## config.mk

```make
export PLATFORM = sky130hd
export DESIGN_NAME = dpram_host
export DESIGN_NICKNAME = d
export VERILOG_FILES = /design/src/hdl/dpram_host_pkg.sv /design/src/hdl/pin_sync.sv /design/src/hdl/dpram_host.sv
export SDC_FILE = /design/constraint.sdc
export NUM_CORES = 1
export LEC_CHECK = 0
export BUFFER_PORTS_ARGS = -buffer_cell sky130_fd_sc_hd__clkbuf_2
export CORE_ASPECT_RATIO = 1.4
export CORE_MARGIN = 3
export CORE_UTILIZATION = 54
export CTS_BUF_LIST = sky130_fd_sc_hd__clkbuf_8
export CTS_CLUSTER_DIAMETER = 40
export DETAILED_ROUTE_END_ITERATION = 10
export GPL_TIMING_DRIVEN = 1
export PLACE_DENSITY = 0.82
export RECOVER_POWER = 100
export SLEW_MARGIN = 20
export SYNTH_ARGS = -nofsm -noshare
export SYNTH_HDL_FRONTEND = slang
export SYNTH_HIERARCHICAL = 1
export SYNTH_SLANG_ARGS = --single-unit
```

## constraint.sdc

```tcl
create_clock -name ref_clk_i -period 1.9 [get_ports ref_clk_i]
set_input_delay 0.38 -clock ref_clk_i [delete_from_list [all_inputs] [get_ports ref_clk_i]]
set_output_delay 0.38 -clock ref_clk_i [all_outputs]
set_load 0.01 [all_outputs]
```

## src/hdl/dpram_host_pkg.sv

```systemverilog
// Purpose: constants and carriers for the host controller of one dual-port ram port
// Assumes: 250 MHz ref_clk_i, device pins asynchronous to it
// Notes: device times are rounded up to whole clock cycles
package dpram_host_pkg;
  localparam int ADDR_W = 12;
  localparam int DATA_W = 9;
  localparam logic [11:0] MBOX_LEFT_ADDR  = 12'h0ffe;
  localparam logic [11:0] MBOX_RIGHT_ADDR = 12'h0fff;
  // software register offsets
  localparam logic [3:0] REG_CMD    = 4'h0;
  localparam logic [3:0] REG_ADDR   = 4'h1;
  localparam logic [3:0] REG_WDATA  = 4'h2;
  localparam logic [3:0] REG_RDATA  = 4'h3;
  localparam logic [3:0] REG_STATUS = 4'h4;
  // command field codes in REG_CMD bits 1:0
  localparam logic [1:0] CMD_RD     = 2'h0;
  localparam logic [1:0] CMD_WR     = 2'h1;
  localparam logic [1:0] CMD_TOK_RD = 2'h2;
  localparam logic [1:0] CMD_TOK_WR = 2'h3;
  localparam int CLK_PS = 4000;
  // device times in ps
  localparam int T_SETUP_PS    = 12000;
  localparam int T_PULSE_PS    = 20000;
  localparam int T_ACCESS_PS   = 25000;
  localparam int T_HOLD_PS     = 2000;
  localparam int T_TOKGAP_PS   = 10000; // token_update_gap
  localparam int T_TOKW2R_PS   = 5000;  // token_write_to_read
  localparam int T_FLOW_PS     = 30000; // port_flowthrough_delay
  localparam logic [3:0] SETUP_CYC  = 4'((T_SETUP_PS + CLK_PS - 1) / CLK_PS);
  localparam logic [3:0] PULSE_CYC  = 4'((T_PULSE_PS + CLK_PS - 1) / CLK_PS);
  localparam logic [3:0] ACCESS_CYC = 4'((T_ACCESS_PS + CLK_PS - 1) / CLK_PS);
  localparam logic [3:0] HOLD_CYC   = 4'((T_HOLD_PS + CLK_PS - 1) / CLK_PS);
  localparam logic [3:0] GAP_CYC    = 4'((T_TOKGAP_PS + T_TOKW2R_PS + CLK_PS - 1) / CLK_PS);
  localparam logic [3:0] FLOW_CYC   = 4'((T_FLOW_PS + CLK_PS - 1) / CLK_PS);
  localparam logic [3:0] SYNC_RST   = 4'h0;

  typedef enum logic [2:0] {
    ST_IDLE  = 3'b000,
    ST_SETUP = 3'b001,
    ST_PULSE = 3'b010,
    ST_HOLD  = 3'b011,
    ST_READ  = 3'b100,
    ST_GAP   = 3'b101
  } host_state_e;

  typedef struct packed {
    logic              sel_b;
    logic              tok_sel_b;
    logic              wstrobe_b;
    logic              oe_b;
    logic [ADDR_W-1:0] addr;
    logic [DATA_W-1:0] dout;
    logic              dout_en;
  } port_pins_s;

  typedef struct packed {
    logic [2:0] mbox;
    logic [2:0] busy;
  } sync_s;
endpackage : dpram_host_pkg

```

## src/hdl/pin_sync.sv

```systemverilog
// Purpose: three-stage synchroniser with agreement filter for device flag pins
// Assumes: inputs asynchronous to ref_clk_i
// Notes: second stage is read only by the third and by the filter compare
`timescale 1ns/10ps
`default_nettype none
module pin_sync (
  input  wire logic ref_clk_i,
  input  wire logic rst_b_i,
  input  wire logic pin_i,
  output logic      level_o
);
  typedef struct packed {
    logic s1;
    logic s2;
    logic s3;
    logic lvl;
  } st_s;
  st_s st_reg;
  st_s st_next;
  always_comb begin
    st_next     = st_reg;
    st_next.s1  = pin_i;
    st_next.s2  = st_reg.s1;
    st_next.s3  = st_reg.s2;
    if (st_reg.s2 == st_reg.s3) begin
      st_next.lvl = st_reg.s3;
    end
  end
  // flags idle high on the pins; reset value is a constant
  always_ff @(posedge ref_clk_i or negedge rst_b_i) begin
    if (!rst_b_i) begin
      st_reg <= 4'hf;
    end else begin
      st_reg <= st_next;
    end
  end
  assign level_o = st_reg.lvl;
endmodule : pin_sync
`default_nettype wire

```

## src/hdl/dpram_host.sv

```systemverilog
// Purpose: host controller driving one port of an asynchronous dual-port ram
// Assumes: one 250 MHz clock; device timing met by fixed cycle counts
// Notes: software issues one access at a time through a plain register port
//
// The address-and-strobe port and the register offsets were left to the implementer.
`timescale 1ns/10ps
`default_nettype none
module dpram_host (
  input  wire logic                              ref_clk_i,
  input  wire logic                              rst_b_i,
  input  wire logic [3:0]                        sw_addr_i,
  input  wire logic [31:0]                       sw_wdata_i,
  input  wire logic                              sw_wr_i,
  input  wire logic                              sw_rd_i,
  output logic [31:0]                            sw_rdata_o,
  output logic                                   dev_ce_b_o,
  output logic                                   dev_tok_sel_b_o,
  output logic                                   dev_wstrobe_b_o,
  output logic                                   dev_oe_b_o,
  output logic [dpram_host_pkg::ADDR_W-1:0]      dev_addr_o,
  input  wire logic [dpram_host_pkg::DATA_W-1:0] dev_data_i,
  output logic [dpram_host_pkg::DATA_W-1:0]      dev_data_o,
  output logic                                   dev_data_oe_o,
  input  wire logic                              dev_mbox_b_i,
  input  wire logic                              dev_busy_b_i,
  output logic                                   dev_role_master_o
);
  typedef struct packed {
    dpram_host_pkg::host_state_e       st;
    dpram_host_pkg::port_pins_s        pins;
    logic [3:0]                        cnt;
    logic [1:0]                        cmd;
    logic                              role_master;
    logic [dpram_host_pkg::ADDR_W-1:0] addr;
    logic [dpram_host_pkg::DATA_W-1:0] wdata;
    logic [dpram_host_pkg::DATA_W-1:0] rdata;
    logic                              busy_seen;
    logic                              done;
    logic [31:0]                       rd_out;
  } host_s;

  host_s st_reg;
  host_s st_next;
  logic  mbox_b;
  logic  busy_b;

  pin_sync u_mbox (
    .ref_clk_i (ref_clk_i),
    .rst_b_i   (rst_b_i),
    .pin_i     (dev_mbox_b_i),
    .level_o   (mbox_b)
  );
  pin_sync u_busy (
    .ref_clk_i (ref_clk_i),
    .rst_b_i   (rst_b_i),
    .pin_i     (dev_busy_b_i),
    .level_o   (busy_b)
  );

  function automatic logic is_write(input logic [1:0] c);
    is_write = (c == dpram_host_pkg::CMD_WR) || (c == dpram_host_pkg::CMD_TOK_WR);
  endfunction : is_write

  function automatic logic is_token(input logic [1:0] c);
    is_token = c[1];
  endfunction : is_token

  always_comb begin
    st_next      = st_reg;
    // read data stand for exactly the cycle after the read strobe
    st_next.rd_out = 32'h0000_0000;
    if (sw_rd_i) begin
      case (sw_addr_i)
        dpram_host_pkg::REG_CMD:    st_next.rd_out = {30'h0000_0000, st_reg.cmd};
        dpram_host_pkg::REG_ADDR:   st_next.rd_out = {20'h0_0000, st_reg.addr};
        dpram_host_pkg::REG_WDATA:  st_next.rd_out = {23'h00_0000, st_reg.wdata};
        dpram_host_pkg::REG_RDATA:  st_next.rd_out = {23'h00_0000, st_reg.rdata};
        dpram_host_pkg::REG_STATUS: st_next.rd_out = {27'h000_0000, st_reg.role_master,
                                      st_reg.busy_seen, ~mbox_b, ~busy_b,
                                      st_reg.st != dpram_host_pkg::ST_IDLE};
        default:                    st_next.rd_out = 32'h0000_0000;
      endcase
    end
    // register writes ignored while an access runs; every write, command included, is taken only when idle
    if (sw_wr_i && st_reg.st == dpram_host_pkg::ST_IDLE) begin
      case (sw_addr_i)
        dpram_host_pkg::REG_ADDR:   st_next.addr = sw_wdata_i[dpram_host_pkg::ADDR_W-1:0];
        dpram_host_pkg::REG_WDATA:  st_next.wdata = sw_wdata_i[dpram_host_pkg::DATA_W-1:0];
        dpram_host_pkg::REG_STATUS: st_next.role_master = sw_wdata_i[4];
        dpram_host_pkg::REG_CMD: begin
          st_next.cmd       = sw_wdata_i[1:0];
          st_next.busy_seen = 1'b0;
          st_next.st        = dpram_host_pkg::ST_SETUP;
          st_next.cnt       = dpram_host_pkg::SETUP_CYC;
          // address loads with strobe high in the same cycle that the select falls
          st_next.pins.addr = st_reg.addr;
          st_next.pins.wstrobe_b = 1'b1;
          // select array or token latches, never both
          st_next.pins.sel_b     = is_token(sw_wdata_i[1:0]);
          st_next.pins.tok_sel_b = ~is_token(sw_wdata_i[1:0]);
          st_next.pins.oe_b      = is_write(sw_wdata_i[1:0]);
          st_next.pins.dout      = is_token(sw_wdata_i[1:0]) ?
                                   {{(dpram_host_pkg::DATA_W-1){1'b0}}, st_reg.wdata[0]} :
                                   st_reg.wdata;
          st_next.pins.dout_en   = is_write(sw_wdata_i[1:0]);
        end
        default: ;
      endcase
    end
    if (!busy_b && st_reg.st != dpram_host_pkg::ST_IDLE) begin
      st_next.busy_seen = 1'b1;
    end
    case (st_reg.st)
      dpram_host_pkg::ST_IDLE: ;
      dpram_host_pkg::ST_SETUP: begin
        if (st_reg.cnt > 4'h1) begin
          st_next.cnt = st_reg.cnt - 4'h1;
        end else if (is_write(st_reg.cmd)) begin
          // slave array writes wait for busy to settle high; token writes do not
          if (st_reg.role_master || busy_b || is_token(st_reg.cmd)) begin
            st_next.pins.wstrobe_b = 1'b0;
            st_next.st  = dpram_host_pkg::ST_PULSE;
            st_next.cnt = dpram_host_pkg::PULSE_CYC; // oe high, so plain pulse width
          end
        end else begin
          st_next.st  = dpram_host_pkg::ST_READ;
          // cross-port data may need the flowthrough delay
          st_next.cnt = dpram_host_pkg::FLOW_CYC;
        end
      end
      dpram_host_pkg::ST_PULSE: begin
        if (st_reg.cnt > 4'h1) begin
          st_next.cnt = st_reg.cnt - 4'h1;
        end else begin
          st_next.pins.wstrobe_b = 1'b1; // rising strobe takes the data
          st_next.st  = dpram_host_pkg::ST_HOLD;
          st_next.cnt = dpram_host_pkg::HOLD_CYC;
        end
      end
      dpram_host_pkg::ST_READ: begin
        if (st_reg.cnt > 4'h1) begin
          st_next.cnt = st_reg.cnt - 4'h1;
        end else begin
          st_next.rdata = dev_data_i;
          st_next.pins.oe_b = 1'b1;
          st_next.st  = dpram_host_pkg::ST_HOLD;
          st_next.cnt = dpram_host_pkg::HOLD_CYC;
        end
      end
      dpram_host_pkg::ST_HOLD: begin
        if (st_reg.cnt > 4'h1) begin
          st_next.cnt = st_reg.cnt - 4'h1;
        end else begin
          st_next.pins.sel_b     = 1'b1; // deselect lets the port power down
          st_next.pins.tok_sel_b = 1'b1;
          st_next.pins.dout_en   = 1'b0;
          st_next.st  = dpram_host_pkg::ST_GAP;
          st_next.cnt = dpram_host_pkg::GAP_CYC;
        end
      end
      dpram_host_pkg::ST_GAP: begin
        if (st_reg.cnt > 4'h1) begin
          st_next.cnt = st_reg.cnt - 4'h1;
        end else begin
          st_next.st = dpram_host_pkg::ST_IDLE;
        end
      end
      default: st_next.st = dpram_host_pkg::ST_IDLE;
    endcase
  end

  always_ff @(posedge ref_clk_i or negedge rst_b_i) begin
    if (!rst_b_i) begin
      st_reg                <= '0;
      st_reg.st             <= dpram_host_pkg::ST_IDLE;
      st_reg.pins.sel_b     <= 1'b1;
      st_reg.pins.tok_sel_b <= 1'b1;
      st_reg.pins.wstrobe_b <= 1'b1;
      st_reg.pins.oe_b      <= 1'b1;
      st_reg.role_master    <= 1'b1;
    end else begin
      st_reg <= st_next;
    end
  end

  assign sw_rdata_o        = st_reg.rd_out;
  assign dev_ce_b_o        = st_reg.pins.sel_b;
  assign dev_tok_sel_b_o   = st_reg.pins.tok_sel_b;
  assign dev_wstrobe_b_o   = st_reg.pins.wstrobe_b;
  assign dev_oe_b_o        = st_reg.pins.oe_b;
  assign dev_addr_o        = st_reg.pins.addr;
  assign dev_data_o        = st_reg.pins.dout;
  assign dev_data_oe_o     = st_reg.pins.dout_en;
  assign dev_role_master_o = st_reg.role_master;

  property p_never_both;
    @(posedge ref_clk_i) disable iff (!rst_b_i)
    !(!dev_ce_b_o && !dev_tok_sel_b_o);
  endproperty
  a_never_both: assert property (p_never_both)
    else $error("enable and token select low together");
  property p_strobe_needs_sel;
    @(posedge ref_clk_i) disable iff (!rst_b_i)
    !dev_wstrobe_b_o |-> (!dev_ce_b_o || !dev_tok_sel_b_o);
  endproperty
  a_strobe_needs_sel: assert property (p_strobe_needs_sel)
    else $error("strobe low without a select");
  property p_addr_stable;
    @(posedge ref_clk_i) disable iff (!rst_b_i)
    !$stable(dev_addr_o) |-> dev_wstrobe_b_o && $past(dev_wstrobe_b_o);
  endproperty
  a_addr_stable: assert property (p_addr_stable)
    else $error("address moved with strobe low");
  property p_read_oe;
    @(posedge ref_clk_i) disable iff (!rst_b_i)
    st_reg.st == dpram_host_pkg::ST_READ |-> !dev_oe_b_o && dev_wstrobe_b_o;
  endproperty
  a_read_oe: assert property (p_read_oe)
    else $error("read without output drive");
  property p_tok_ce_high;
    @(posedge ref_clk_i) disable iff (!rst_b_i)
    !dev_tok_sel_b_o |-> dev_ce_b_o;
  endproperty
  a_tok_ce_high: assert property (p_tok_ce_high)
    else $error("enable low during token access");
  property p_gap;
    @(posedge ref_clk_i) disable iff (!rst_b_i)
    $rose(dev_tok_sel_b_o) |-> dev_tok_sel_b_o [*3];
  endproperty
  a_gap: assert property (p_gap)
    else $error("token select reasserted too soon");
  property p_pulse;
    @(posedge ref_clk_i) disable iff (!rst_b_i)
    $fell(dev_wstrobe_b_o) |-> !dev_wstrobe_b_o [*5];
  endproperty
  a_pulse: assert property (p_pulse)
    else $error("write pulse too short");
  property p_no_drive_read;
    @(posedge ref_clk_i) disable iff (!rst_b_i)
    dev_data_oe_o |-> dev_oe_b_o;
  endproperty
  a_no_drive_read: assert property (p_no_drive_read)
    else $error("host drives data while device may drive");
  c_write: cover property (@(posedge ref_clk_i) $rose(dev_wstrobe_b_o) && !dev_ce_b_o);
  c_tok: cover property (@(posedge ref_clk_i) $rose(dev_wstrobe_b_o) && !dev_tok_sel_b_o);
  c_read: cover property (@(posedge ref_clk_i) $rose(dev_oe_b_o) && !dev_ce_b_o);
endmodule : dpram_host
`default_nettype wire

```

## After elaboration in Yosys (flattened, before gate mapping)

Cells that the tools add are included.

- Register bits after elaboration: 107
- Input port bits: 51
- Output and inout port bits: 59
- Word-level logic and storage cells: 99

- $add $sub $neg: 1
- $lt $le $gt $ge: 1
- Equality and inequality tests: 15
- Muxes and demuxes: 35
- Bitwise gates (word level): 4
- Reduce and logical (&&, ||, !) cells: 19

Operators by type and width:

| cell | count |
|---|---|
| $pmux 12 s5 | 1 |
| $mux 57 | 1 |
| $mux 35 | 1 |
| $mux 32 | 1 |
| $mux 4 | 6 |
| $mux 9 | 2 |
| $pmux 4 s4 | 1 |
| $mux 3 | 5 |
| $pmux 3 s5 | 1 |
| $mux 1 | 12 |
| $mux 12 | 1 |
| $reduce_and 2->1 | 6 |
| $eq 4x2->1 const B | 2 |
| $eq 3x2->1 const B | 2 |
| $eq 3x3->1 const B | 2 |
| $mux 5 | 1 |
| $eq 2x1->1 const B | 2 |
| $eq 2x2->1 const B | 2 |
| $eq 4x1->1 const B | 1 |
| $eq 4x3->1 const B | 1 |
| $gt 4x1->1 const B | 1 |
| $logic_not 4->1 | 1 |
| $logic_or 1x1->1 | 4 |
| $not 1->1 | 4 |
| other kinds (11) | 14 |

## Longest topological paths before layout

Gate-level depths: netlist of run 1.

- Depth in word-level cells: 8
- Depth in mapped cells: 7
- Gate-level depth less buffers: 6

## Hierarchy

The synthesis of run 1 kept the hierarchy.

Modules (own cells, without submodules):

| module | instances | cells an instance | area each (sq um) | sequential area each (sq um) |
|---|---|---|---|---|
| dpram_host | 1 | 363 | 3876.2 | 1983.2 |
| pin_sync | 2 | 5 | 116.4 | 105.1 |

## Least setup slack after synthesis of run 1

No wires, ideal clock.

- Path type: reg2reg
- Start: reg st_reg[69] (netlist bit)
- End: reg st_reg[35] (netlist bit)
- Setup time: 0.125 ns
- Data arrival time: 1.589 ns
- Data required time: 1.775 ns
- Setup slack: 0.187 ns
- Cell stages (with the launch flop): 5
- Path buffers: 1
- Period minus slack after synthesis: 1.713 ns
- Path through: dfrtp_1 -> or2_2 -> nor4_2 -> buf_2 -> mux2_2

- Cells in the longest elaborated chain, start to end: 3

RTL lines:

| element | line | text |
|---|---|---|
| from (decl) | dpram_host.sv:42 | `host_s st_reg;` |
| from (signal assigned) | dpram_host.sv:182 | `st_reg <= st_next;` |
| $gt 4x1->1 | dpram_host.sv:141 | `if (st_reg.cnt > 4'h1) begin` |
| $not 1->1 (no source line) | -- |  |
| $reduce_and 2->1 (no source line) | -- |  |

No other way between the ends.
A chain may end at the register's enable or synchronous reset.

## Worst setup path in the final report of run 1

- Start: reg st_reg[69] (netlist bit)
- End: reg st_reg[34] (netlist bit)

Same word-level chain as after synthesis.

==> metrics.txt, run 1 <==
# TYPE chip_impl_metric gauge
chip_impl_metric{name="cts-buffers-inserted",unit=""} 9
chip_impl_metric{name="fin_worst_skew",unit="ns"} 0.01073
chip_impl_metric{name="route.antenna.remaining_nets",unit=""} 0
chip_impl_metric{name="pin_count_of_the_biggest_net_entering_global_routing",unit=""} 40
chip_impl_metric{name="yosys-mux-area-fraction",unit="%"} 8.739
chip_impl_metric{name="worst_skew_pair.late_latency",unit="ns"} 0.36
chip_impl_metric{name="placement.io_buffers",unit=""} 69
chip_impl_metric{name="critical_path_arrival",unit="ns"} 2.04
chip_impl_metric{name="synth_compound_area_share",unit="%"} 9.440
chip_impl_metric{name="synth_top_area_share",unit="%"} 45.07
chip_impl_metric{name="vias",unit=""} 2865
chip_impl_metric{name="timing.final.setup_violations",unit=""} 0
chip_impl_metric{name="final_net_count",unit=""} 481
chip_impl_info{name="synth_area_leader",value="sky130_fd_sc_hd__dfrtp_1"} 1
chip_impl_metric{name="pwr_density_cell",unit="mW/mm²"} 1248
chip_impl_metric{name="route.final.wire_length",unit="µm"} 8903
chip_impl_metric{name="start_util",unit="%"} 55.82
chip_impl_info{name="timing.critical_path.from_type",value="flip-flop"} 1
chip_impl_metric{name="syn_area_per_cell",unit="µm²"} 11.02
chip_impl_metric{name="async_flop_share",unit="%"} 100.0
chip_impl_metric{name="synth.lib_cells_used.distinct",unit=""} 52
chip_impl_metric{name="count_of_pins_over_their_slew_limit",unit=""} 0
chip_impl_info{name="clock_tree.root_cell",value="sky130_fd_sc_hd__clkbuf_8"} 1
chip_impl_metric{name="setup_tns",unit="ns"} 0
chip_impl_metric{name="syn_inst",unit=""} 373
chip_impl_metric{name="insertedDiodeCount",unit=""} 0
chip_impl_metric{name="drc",unit=""} 0
chip_impl_metric{name="area_growth_syn_to_layout",unit="%"} 9.288
chip_impl_info{name="tritoncts",value="yes"} 1
chip_impl_metric{name="dp_hpwl",unit="µm"} 6522
chip_impl_info{name="timing_worst_setup_path_type",value="reg2reg"} 1
chip_impl_metric{name="timing_hold_violations_final",unit=""} 0
chip_impl_metric{name="synth_area",unit="mm²"} 0.004109
chip_impl_metric{name="maximum_buffer_depth_of_the_clock_tree",unit=""} 2
chip_impl_metric{name="placementRows",unit=""} 37
chip_impl_info{name="synth-main-ff-cell",value="sky130_fd_sc_hd__dfrtp_1"} 1
chip_impl_metric{name="worst_ep_required_time",unit="ns"} 2.14
chip_impl_info{name="run_status",value="completed"} 1
chip_impl_metric{name="worst_pin_slew",unit="ns"} 1.015
chip_impl_metric{name="worst_ir_drop_vdd",unit="mV"} 0.7281
chip_impl_metric{name="synth.ff_latch_count",unit=""} 87
chip_impl_info{name="synth_top_cells_by_area",value="sky130_fd_sc_hd__dfrtp_1, sky130_fd_sc_hd__buf_4, sky130_fd_sc_hd__dfstp_2, sky130_fd_sc_hd__mux2_2, sky130_fd_sc_hd__nand2_1"} 1
chip_impl_metric{name="synth_seq_area_share",unit="%"} 53.38
chip_impl_metric{name="slew_headroom",unit="%"} 32.34
chip_impl_metric{name="detailedRoute.firstIterationViolations",unit=""} 222
chip_impl_metric{name="finish.utilization",unit="%"} 61.01
chip_impl_metric{name="synth.yosys.warnings",unit=""} 6
chip_impl_metric{name="clk_pin_slew",unit="ns"} 0.09
chip_impl_info{name="crit_path_end_kind",value="flip-flop"} 1
chip_impl_metric{name="dieHeight",unit="µm"} 109.2
chip_impl_metric{name="synth_edf_count",unit=""} 0
chip_impl_metric{name="total_power",unit="mW"} 5.604
chip_impl_info{name="main_combinational_cell_family_by_area_after_synthesis",value="simple AND/OR/NAND/NOR gates"} 1
chip_impl_metric{name="grt_remaining_overflow",unit=""} 0
chip_impl_metric{name="design.die.area",unit="mm²"} 0.008707
chip_impl_metric{name="timing.fmax",unit="MHz"} 555.4
chip_impl_metric{name="avgViaCountPerCell",unit=""} 5.406
chip_impl_metric{name="die_width",unit="µm"} 79.73
chip_impl_metric{name="floorplan.core_area",unit="mm²"} 0.007361
chip_impl_metric{name="htree_num_levels",unit=""} 3
chip_impl_metric{name="cp_max_fo",unit=""} 11
chip_impl_metric{name="first_pass_detailed_route_iteration_total",unit=""} 4
chip_impl_metric{name="max-cap-violations",unit=""} 0
chip_impl_metric{name="drive_above_1_share",unit="%"} 26.33
chip_impl_info{name="synthMostInstantiatedCell",value="sky130_fd_sc_hd__dfrtp_1"} 1
chip_impl_metric{name="boundaryPins",unit=""} 110
chip_impl_metric{name="largest_register_ffs",unit=""} 40
chip_impl_metric{name="clock_sink_count",unit=""} 87
chip_impl_metric{name="yosys.area_share.xor_xnor",unit="%"} 0.2132
chip_impl_info{name="hold_class",value="in2reg"} 1
chip_impl_metric{name="gpl.final_weighted_congestion",unit=""} 0.8455
chip_impl_metric{name="post-route-min-period",unit="ns"} 1.800
chip_impl_info{name="netlist_top_cells_count",value="sky130_fd_sc_hd__dfrtp_1, sky130_fd_sc_hd__nand2_1, sky130_fd_sc_hd__buf_4, sky130_fd_sc_hd__mux2_2"} 1
chip_impl_metric{name="post_synth_fa_ha_maj_area_fraction",unit="%"} 1.157
chip_impl_metric{name="avgRoutedWirePerCell",unit="µm"} 16.80
chip_impl_info{name="grt_setup_unrepaired",value="false"} 1
chip_impl_metric{name="first_global_vias",unit=""} 2810
chip_impl_metric{name="synth_simple_gate_area_share",unit="%"} 15.01
chip_impl_metric{name="leakagePower",unit="nW"} 2.121
chip_impl_metric{name="global_route_wire_length_before_repair",unit="µm"} 14170
chip_impl_metric{name="track_usage",unit="%"} 21.77
chip_impl_metric{name="grt_antenna_before_repair",unit=""} 0
chip_impl_metric{name="final.period_utilization",unit="%"} 94.76
-- final cells by class --
class | count | area (µm²)
well taps | 97 | 121.4
fillers | 621 | 2870
multi-input cells | 230 | 1488
repair buffers | 93 | 471.7
inverters | 7 | 26.28
clock buffers | 9 | 123.9
clock inverters | 7 | 66.31
flip-flops and latches | 87 | 2193
-- kinds of logic after synthesis --
family	Yosys count
and+or+nand+nor	119
buffers and inverters	75
adders and majority gates	4
xor gates and xnor gates	1
AOI/OAI and AO/OA	54
DFF	87
other	1
muxes	32
-- per-stage QoR --
stage / cell area, µm² / cells / setup slack (ns) / hold slack [ns]
floorplan: 4180 / 392 / 0.1866 / 0.08441
global placement: 4369 / 513 / 0.09369 / 0.3465
detailed placement: 4369 / 513 / 0.03462 / 0.3472
CTS: 4569 / 530 / 0.01806 / 0.07338
global route: 4491 / 530 / 0.01587 / 0.07171
finish: 4491 / 530 / 0.09956 / 0.09104
-- placed cells by master (no fill, tap or decap), drive strengths merged, types with 2 or more instances in the layout --
master	count
inv	12
nor2	11
a222oi	9
dfrtp	74
nor4	3
nand4	2
nand3b	2
maj3	2
nor4b	3
a41oi	2
or2	3
clkbuf	87
o211ai	2
a21oi	10
o32ai	2
mux2	31
ha	2
and3	4
o21ai	13
nand3	7
a221oi	2
buf	14
nor3	5
a22oi	2
conb	20
a21o	2
nand2b	10
dfstp	13
nand2	65
-- path summary, 6_finish.rpt --
check	endpoint	cells past startpoint	start	slack [ns]
max reg2reg	st_reg[34]$_DFFE_PN0P_	4	st_reg[69]$_DFF_PN0_	0.1
max in group asynchronous	u_mbox/st_next[2]$_DFF_PN1_	3	rst_b_i	0.26
max	st_reg[34]$_DFFE_PN0P_	4	st_reg[69]$_DFF_PN0_	0.1
min	u_mbox/st_next[2]$_DFF_PN1_	1	dev_mbox_b_i	0.09
min reg2reg	u_busy/st_next[1]$_DFF_PN1_	0	u_busy/st_next[2]$_DFF_PN1_	0.36
min in group asynchronous	st_reg[99]$_DFF_PN0_	2	rst_b_i	0.73
-- layer usage --
| layer | global-route usage (%) | vias to the layer above | routed length [µm] |
|---|---|---|---|
| met1 | 27.59 | 1398 | 3798 |
| met4 | 11.06 | 0 | 244 |
| met5 | 0 | - | 0 |
| met2 | 34.53 | 109 | 4327 |
| li1 | - | 1337 | - |
| met3 | 5.372 | 21 | 534 |
-- power breakdown --
| group | switching (mW) | internal [mW] |
|---|---|---|
| Clock | 0.653 | 0.603 |
| Combinational | 0.960 | 0.734 |
| Sequential | 0.322 | 2.33 |
| Total | 1.93 | 3.67 |
-- what timing repair did --
action | in CTS | in global routing
buffers inserted | 0 | 0
hold buffers | 1 | 0
setup endpoints to repair | 0 | 2
hold endpoints to repair | 8 | 0
gates resized for setup | 0 | 2
-- worst max-delay path, cell delays in order (launching register included) --
cell                       delay, ns
sky130_fd_sc_hd__dfrtp_1        0.43
sky130_fd_sc_hd__or2_2          0.36
sky130_fd_sc_hd__nor4_2         0.24
sky130_fd_sc_hd__clkbuf_4       0.28
sky130_fd_sc_hd__mux2_2         0.36
(Power assumes the default switching activity.)
==> run 2, diff against run 1 <==
--- a/config.mk
+++ b/config.mk
@@ -8,13 +8,14 @@
 export BUFFER_PORTS_ARGS = -buffer_cell sky130_fd_sc_hd__clkbuf_2
 export CORE_ASPECT_RATIO = 1.4
 export CORE_MARGIN = 3
-export CORE_UTILIZATION = 54
+export CORE_UTILIZATION = 49
 export CTS_BUF_LIST = sky130_fd_sc_hd__clkbuf_8
 export CTS_CLUSTER_DIAMETER = 40
 export DETAILED_ROUTE_END_ITERATION = 10
 export GPL_TIMING_DRIVEN = 1
-export PLACE_DENSITY = 0.82
+export PLACE_DENSITY = 0.78
 export RECOVER_POWER = 100
+export SKIP_LAST_GASP = 1
 export SLEW_MARGIN = 20
 export SYNTH_ARGS = -nofsm -noshare
 export SYNTH_HDL_FRONTEND = slang
==> constraint.sdc (replaced) <==
create_clock -name ref_clk_i -period 1.6 [get_ports ref_clk_i]
set_input_delay 0.32 -clock ref_clk_i [delete_from_list [all_inputs] [get_ports ref_clk_i]]
set_output_delay 0.32 -clock ref_clk_i [all_outputs]
set_load 0.01 [all_outputs]
==> metrics.txt, run 2 (synthesized netlist as in run 1, its figures left out) <==
# TYPE chip_impl_metric gauge
chip_impl_metric{name="critical_path_arrival",unit="ns"} 1.88
chip_impl_metric{name="drc",unit=""} 0
chip_impl_info{name="clock_tree.root_cell",value="sky130_fd_sc_hd__clkbuf_8"} 1
chip_impl_info{name="timing.hold.worst_endpoint",value="u_mbox/st_next[2]$_DFF_PN1_"} 1
chip_impl_metric{name="cts-buffers-inserted",unit=""} 9
chip_impl_metric{name="first_pass_detailed_route_iteration_total",unit=""} 4
chip_impl_info{name="hold_path_startpoint",value="dev_mbox_b_i"} 1
chip_impl_info{name="layout.cells.most_common",value="sky130_fd_sc_hd__dfrtp_1"} 1
chip_impl_metric{name="timing.critical_path.slowest_cell_delay",unit="ns"} 0.44
chip_impl_metric{name="area_growth_syn_to_layout",unit="%"} 17.63
chip_impl_metric{name="place.detailed.instances",unit=""} 542
chip_impl_metric{name="grt_remaining_overflow",unit=""} 0
chip_impl_metric{name="htree_num_levels",unit=""} 3
chip_impl_metric{name="worst_ir_drop_vdd",unit="mV"} 0.8788
chip_impl_metric{name="place_worst_setup_slack",unit="ns"} -0.08967
chip_impl_info{name="run_status",value="finished with violations"} 1
chip_impl_metric{name="timing_hold_violations_final",unit=""} 0
chip_impl_metric{name="finalWorstSetupSlack",unit="ns"} -0.03921
chip_impl_metric{name="timing.fmax",unit="MHz"} 610.0
chip_impl_metric{name="largest_register_ffs",unit=""} 40
chip_impl_info{name="hold_class",value="in2reg"} 1
chip_impl_info{name="critical_path.startpoint",value="st_reg[67]$_DFF_PN0_"} 1
chip_impl_metric{name="maximum_buffer_depth_of_the_clock_tree",unit=""} 2
chip_impl_metric{name="slew_headroom",unit="%"} 53.12
chip_impl_metric{name="final_net_count",unit=""} 510
chip_impl_metric{name="dp_hpwl",unit="µm"} 6908
chip_impl_metric{name="r2r_setup_slack",unit="ns"} -0.04
chip_impl_info{name="reg2reg_from",value="st_reg[67]$_DFF_PN0_"} 1
chip_impl_metric{name="route.antenna.remaining_nets",unit=""} 0
chip_impl_metric{name="leakagePower",unit="nW"} 2.280
chip_impl_metric{name="worst_pin_slew",unit="ns"} 0.7032
chip_impl_metric{name="floorplan.core_area",unit="mm²"} 0.007940
chip_impl_metric{name="dieHeight",unit="µm"} 114.4
chip_impl_info{name="mostFrequentLayoutCells",value="sky130_fd_sc_hd__dfrtp_1, sky130_fd_sc_hd__nand2_1, sky130_fd_sc_hd__buf_4"} 1
chip_impl_metric{name="grt_antenna_before_repair",unit=""} 0
chip_impl_metric{name="pwr_density_cell",unit="mW/mm²"} 1490
chip_impl_info{name="timing.critical_path.from_type",value="flip-flop"} 1
chip_impl_metric{name="pin_count_of_the_biggest_net_entering_global_routing",unit=""} 37
chip_impl_info{name="crit_path_end_kind",value="flip-flop"} 1
chip_impl_metric{name="insertedDiodeCount",unit=""} 0
chip_impl_metric{name="max-cap-violations",unit=""} 0
chip_impl_metric{name="hold_depth",unit=""} 1
chip_impl_metric{name="track_usage",unit="%"} 20.81
chip_impl_info{name="timing.critical_path.cells",value="inv_2, ha_4, nor2_4, nor4_4, buf_12, mux2_2"} 1
chip_impl_info{name="grt_setup_unrepaired",value="true"} 1
chip_impl_metric{name="design.die.area",unit="mm²"} 0.009536
chip_impl_metric{name="fill_cells",unit=""} 680
chip_impl_metric{name="count_of_pins_over_their_slew_limit",unit=""} 0
chip_impl_metric{name="layoutNonFillerInstCount",unit=""} 562
chip_impl_metric{name="avgViaCountPerCell",unit=""} 5.356
chip_impl_metric{name="clock_sink_count",unit=""} 87
chip_impl_metric{name="final.period_utilization",unit="%"} 102.5
chip_impl_metric{name="gpl.final_weighted_congestion",unit=""} 0.8753
chip_impl_metric{name="vias",unit=""} 3010
chip_impl_metric{name="worstPathBufferInverterCount",unit=""} 2
chip_impl_metric{name="avgRoutedWirePerCell",unit="µm"} 17.13
chip_impl_info{name="critical-path-top-delay-family",value="flip-flops"} 1
chip_impl_metric{name="fin_hold_ws",unit="ns"} 0.03690
chip_impl_metric{name="route.final.wire_length",unit="µm"} 9629
chip_impl_metric{name="first_global_vias",unit=""} 3108
chip_impl_info{name="tritoncts",value="yes"} 1
chip_impl_metric{name="clk_pin_slew",unit="ns"} 0.09
chip_impl_metric{name="fin_worst_skew",unit="ns"} 0.007522
chip_impl_metric{name="cp_max_fo",unit=""} 11
chip_impl_metric{name="placementRows",unit=""} 38
chip_impl_metric{name="start_util",unit="%"} 51.75
chip_impl_metric{name="detailedRoute.firstIterationViolations",unit=""} 169
chip_impl_metric{name="global_route_wire_length_before_repair",unit="µm"} 15390
chip_impl_metric{name="reg2regPathDepth",unit=""} 6
chip_impl_info{name="critical_register_to_register_path_endpoint",value="st_reg[34]$_DFFE_PN0P_"} 1
chip_impl_info{name="critPathSlowestCell",value="sky130_fd_sc_hd__dfrtp_1"} 1
chip_impl_metric{name="boundaryPins",unit=""} 110
chip_impl_metric{name="placement.io_buffers",unit=""} 69
chip_impl_metric{name="worst_ep_required_time",unit="ns"} 1.84
chip_impl_metric{name="timing.final.setup_violations",unit=""} 10
chip_impl_metric{name="drive_above_1_share",unit="%"} 33.98
chip_impl_metric{name="setup_tns",unit="ns"} -0.2540
chip_impl_metric{name="die_width",unit="µm"} 83.40
chip_impl_info{name="timing_worst_setup_path_type",value="reg2reg"} 1
chip_impl_info{name="failing_checks",value="negative setup slack"} 1
chip_impl_metric{name="worst_skew_pair.late_latency",unit="ns"} 0.36
chip_impl_metric{name="post-route-min-period",unit="ns"} 1.639
## run 2: cell count changes in the layout (fill, tap and decap cells not counted), sizes merged
| cell | change |
|---|---|
| buf | +34 |
| bufinv | -1 |
| clkbuf | -3 |
| inv | -1 |
## run 2: where the power goes
group | switching [mW] | internal (mW) | total, mW | leakage (nW)
Clock | 0.789 | 0.650 | 1.44 | 0.0990
Combinational | 1.35 | 1.26 | 2.61 | 1.07
Sequential | 0.377 | 2.78 | 3.16 | 1.11
## run 2: metal layers
| layer | wire length (µm) | track usage (%) | part of all wire, % | vias to the layer above |
|---|---|---|---|---|
| met5 | 0 | 0 | 0 | - |
| met4 | 304 | 11.01 | 3.2 | 0 |
| met3 | 464 | 4.392 | 4.8 | 25 |
| met2 | 4948 | 35.12 | 51 | 113 |
| met1 | 3912 | 25.06 | 41 | 1476 |
| li1 | - | - | - | 1396 |
## run 2: worst max path at each step
stage	to	cells past startpoint	slack (ns)
2_1_floorplan	st_reg[54]$_DFFE_PN0P_	4	0.008
3_3_place_gp	st_reg[67]$_DFF_PN0_	7	-0.10
3_5_place_dp	st_reg[67]$_DFF_PN0_	7	-0.09
4_1_cts	st_reg[34]$_DFFE_PN0P_	6	-0.04
5_1_grt	st_reg[67]$_DFF_PN0_	7	-0.12
6_report	st_reg[34]$_DFFE_PN0P_	6	-0.04
## run 2: repair_timing
item | 4_1_cts | 5_1_grt
gates resized for setup | 2 | 17
setup buffers | 1 | 2
pin swaps | 0 | 3
endpoints found under the setup margin | 14 | 17
hold buffers | 1 | 0
endpoints found under the hold margin | 14 | 0
## run 2: layout make-up
| class | count | area [µm²] | share of cell area (%) |
|---|---|---|---|
| timing repair buffer | 122 | 729.5 | 15.09 |
| inverter | 7 | 26.28 | 0.5436 |
| multi-input combinational | 230 | 1575 | 32.59 |
| clock buffer | 11 | 151.4 | 3.132 |
| sequential | 87 | 2193 | 45.38 |
| clock inverter | 5 | 32.53 | 0.6731 |
| tap | 100 | 125.1 | 2.589 |
## run 2: through the flow
stage | util [%] | instance area (µm²) | power, mW
3_3_place_gp | 58.59 | 4652 | 5.501
6_report | 60.87 | 4833 | 7.201
5_1_grt | 60.87 | 4833 | 7.660
2_1_floorplan | - | 4214 | 4.655
3_5_place_dp | 58.59 | 4652 | 5.563
4_1_cts | 61.25 | 4863 | 7.047
==> run 3, diff against run 2 <==
--- a/config.mk
+++ b/config.mk
@@ -13,7 +13,7 @@
 export CTS_CLUSTER_DIAMETER = 40
 export DETAILED_ROUTE_END_ITERATION = 10
 export GPL_TIMING_DRIVEN = 1
-export PLACE_DENSITY = 0.78
+export PLACE_DENSITY = 0.87
 export RECOVER_POWER = 100
 export SKIP_LAST_GASP = 1
 export SLEW_MARGIN = 20
==> metrics.txt, run 3 (synthesized netlist as in run 1, its figures left out) <==
# TYPE chip_impl_metric gauge
chip_impl_metric{name="pwr_density_cell",unit="mW/mm²"} 1493
chip_impl_metric{name="first_global_vias",unit=""} 3077
chip_impl_metric{name="design.die.area",unit="mm²"} 0.009536
chip_impl_info{name="critical_register_to_register_path_endpoint",value="st_reg[40]$_DFFE_PN0P_"} 1
chip_impl_metric{name="cts-buffers-inserted",unit=""} 9
chip_impl_info{name="tritoncts",value="yes"} 1
chip_impl_metric{name="pin_count_of_the_biggest_net_entering_global_routing",unit=""} 38
chip_impl_metric{name="hold_depth",unit=""} 1
chip_impl_metric{name="place_worst_setup_slack",unit="ns"} -0.1171
chip_impl_metric{name="worst_pin_slew",unit="ns"} 0.8955
chip_impl_metric{name="worst_skew_pair.late_latency",unit="ns"} 0.35
chip_impl_metric{name="htree_num_levels",unit=""} 3
chip_impl_metric{name="count_of_pins_over_their_slew_limit",unit=""} 0
chip_impl_metric{name="timing.final.setup_violations",unit=""} 13
chip_impl_metric{name="grt_remaining_overflow",unit=""} 0
chip_impl_metric{name="insertedDiodeCount",unit=""} 0
chip_impl_metric{name="slew_headroom",unit="%"} 40.30
chip_impl_metric{name="drc",unit=""} 0
chip_impl_info{name="mostFrequentLayoutCells",value="sky130_fd_sc_hd__dfrtp_1, sky130_fd_sc_hd__nand2_1, sky130_fd_sc_hd__clkbuf_1"} 1
chip_impl_metric{name="drive_above_1_share",unit="%"} 33.26
chip_impl_metric{name="dieHeight",unit="µm"} 114.4
chip_impl_metric{name="avgViaCountPerCell",unit=""} 5.561
chip_impl_metric{name="largest_register_ffs",unit=""} 40
chip_impl_info{name="failing_checks",value="negative setup slack"} 1
chip_impl_metric{name="timing_hold_violations_final",unit=""} 0
chip_impl_info{name="timing.critical_path.from_type",value="flip-flop"} 1
chip_impl_metric{name="avgRoutedWirePerCell",unit="µm"} 17.90
chip_impl_metric{name="cp_max_fo",unit=""} 5
chip_impl_metric{name="track_usage",unit="%"} 20.50
chip_impl_info{name="clock_tree.root_cell",value="sky130_fd_sc_hd__clkbuf_8"} 1
chip_impl_metric{name="global_route_wire_length_before_repair",unit="µm"} 15210
chip_impl_metric{name="critical_path_arrival",unit="ns"} 1.96
chip_impl_info{name="run_status",value="finished with violations"} 1
chip_impl_metric{name="worst_ep_required_time",unit="ns"} 1.84
chip_impl_metric{name="post-route-cell-area",unit="mm²"} 0.004783
chip_impl_metric{name="post-route-min-period",unit="ns"} 1.718
chip_impl_metric{name="timing.fmax",unit="MHz"} 581.9
chip_impl_metric{name="detailedRoute.firstIterationViolations",unit=""} 338
chip_impl_metric{name="dp_hpwl",unit="µm"} 7035
chip_impl_metric{name="max-cap-violations",unit=""} 0
chip_impl_metric{name="clk_pin_slew",unit="ns"} 0.09
chip_impl_metric{name="first_pass_detailed_route_iteration_total",unit=""} 9
chip_impl_metric{name="route.final.wire_length",unit="µm"} 9916
chip_impl_info{name="hold_class",value="in2reg"} 1
chip_impl_metric{name="leakagePower",unit="nW"} 2.269
chip_impl_metric{name="start_util",unit="%"} 51.75
chip_impl_metric{name="grt_antenna_before_repair",unit=""} 0
chip_impl_metric{name="worst_ir_drop_vdd",unit="mV"} 0.7790
chip_impl_info{name="layout.cells.most_common",value="sky130_fd_sc_hd__dfrtp_1"} 1
chip_impl_metric{name="route.antenna.remaining_nets",unit=""} 0
chip_impl_info{name="timing.hold.worst_endpoint",value="u_mbox/st_next[2]$_DFF_PN1_"} 1
chip_impl_metric{name="clock_sink_count",unit=""} 87
chip_impl_metric{name="dpl-instance-area",unit="mm²"} 0.004537
chip_impl_metric{name="die_width",unit="µm"} 83.40
chip_impl_metric{name="final.period_utilization",unit="%"} 107.4
chip_impl_metric{name="fin_hold_ws",unit="ns"} 0.03638
chip_impl_metric{name="reg2regPathDepth",unit=""} 7
chip_impl_metric{name="gpl.final_weighted_congestion",unit=""} 0.8661
chip_impl_info{name="hold_path_startpoint",value="dev_mbox_b_i"} 1
chip_impl_metric{name="maximum_buffer_depth_of_the_clock_tree",unit=""} 2
chip_impl_metric{name="area_growth_syn_to_layout",unit="%"} 16.41
chip_impl_metric{name="boundaryPins",unit=""} 110
chip_impl_info{name="grt_setup_unrepaired",value="true"} 1
chip_impl_info{name="timing_worst_setup_path_type",value="reg2reg"} 1
chip_impl_metric{name="placementRows",unit=""} 38
chip_impl_metric{name="placement.io_buffers",unit=""} 69
chip_impl_info{name="crit_path_end_kind",value="flip-flop"} 1
chip_impl_info{name="reg2reg_from",value="st_reg[67]$_DFF_PN0_"} 1
chip_impl_metric{name="floorplan.core_area",unit="mm²"} 0.007940
chip_impl_metric{name="vias",unit=""} 3081
chip_impl_metric{name="final_net_count",unit=""} 502
chip_impl_metric{name="finalWorstSetupSlack",unit="ns"} -0.1184
chip_impl_metric{name="fin_worst_skew",unit="ns"} 0.01084
chip_impl_metric{name="r2r_setup_slack",unit="ns"} -0.12
==> run 3: routing by layer <==
metal | vias up | wire length (µm) | global-route usage, %
li1 | 1377 | - | -
met1 | 1525 | 3943 | 24.11
met2 | 149 | 5038 | 33.89
met3 | 30 | 548 | 4.464
met4 | 0 | 385 | 13.41
met5 | - | 0 | 0
==> run 3: worst max path at each step <==
stage	startpoint	endpoint	cells after the start
6_report	st_reg[67]$_DFF_PN0_	st_reg[40]$_DFFE_PN0P_	7
5_1_grt	st_reg[67]$_DFF_PN0_	st_reg[40]$_DFFE_PN0P_	7
4_1_cts	st_reg[67]$_DFF_PN0_	st_reg[35]$_DFFE_PN0P_	6
3_5_place_dp	st_reg[67]$_DFF_PN0_	st_reg[67]$_DFF_PN0_	6
3_3_place_gp	st_reg[67]$_DFF_PN0_	st_reg[40]$_DFFE_PN0P_	6
2_1_floorplan	st_reg[99]$_DFF_PN0_	st_reg[54]$_DFFE_PN0P_	4
==> run 3: power breakdown <==
| part | switching (mW) | internal [mW] |
|---|---|---|
| logic | 1.32 | 1.24 |
| registers | 0.421 | 2.78 |
| clock network | 0.750 | 0.633 |
==> run 3: area by class of cell <==
| class | instances | area (µm²) |
|---|---|---|
| Clock buffer | 11 | 151.4 |
| Clock inverter | 5 | 25.02 |
| Fill cell | 651 | 3157 |
| Inverter | 7 | 26.28 |
| Multi-Input combinational cell | 230 | 1590 |
| Sequential cell | 87 | 2196 |
| Tap cell | 100 | 125.1 |
| Timing Repair Buffer | 114 | 669.4 |
==> run 3: critical path, stage by stage (launching register included) <==
cell,delay [ns]
sky130_fd_sc_hd__dfrtp_2,0.45
sky130_fd_sc_hd__inv_2,0.08
sky130_fd_sc_hd__ha_4,0.15
sky130_fd_sc_hd__nor2_4,0.05
sky130_fd_sc_hd__nor4_4,0.27
sky130_fd_sc_hd__buf_4,0.17
sky130_fd_sc_hd__clkbuf_16,0.14
sky130_fd_sc_hd__mux2_4,0.29
==> run 3: stage by stage <==
stage	power, mW	instances	util, %	TNS, ns
3_5_place_dp	5.440	530	57.14	-1.225
6_report	7.142	554	60.24	-1.244
2_1_floorplan	4.655	392	-	0
4_1_cts	6.842	548	59.68	-1.161
5_1_grt	7.535	554	60.24	-2.545
3_3_place_gp	5.290	530	57.14	-0.6323
==> run 3: what timing repair did <==
item,in CTS,in global routing
gates resized for setup,2,23
setup buffers,1,5
hold buffers,1,0
cloned,0,1
endpoints found under the setup margin,29,64
hold endpoints to repair,24,0
pin swaps,0,4
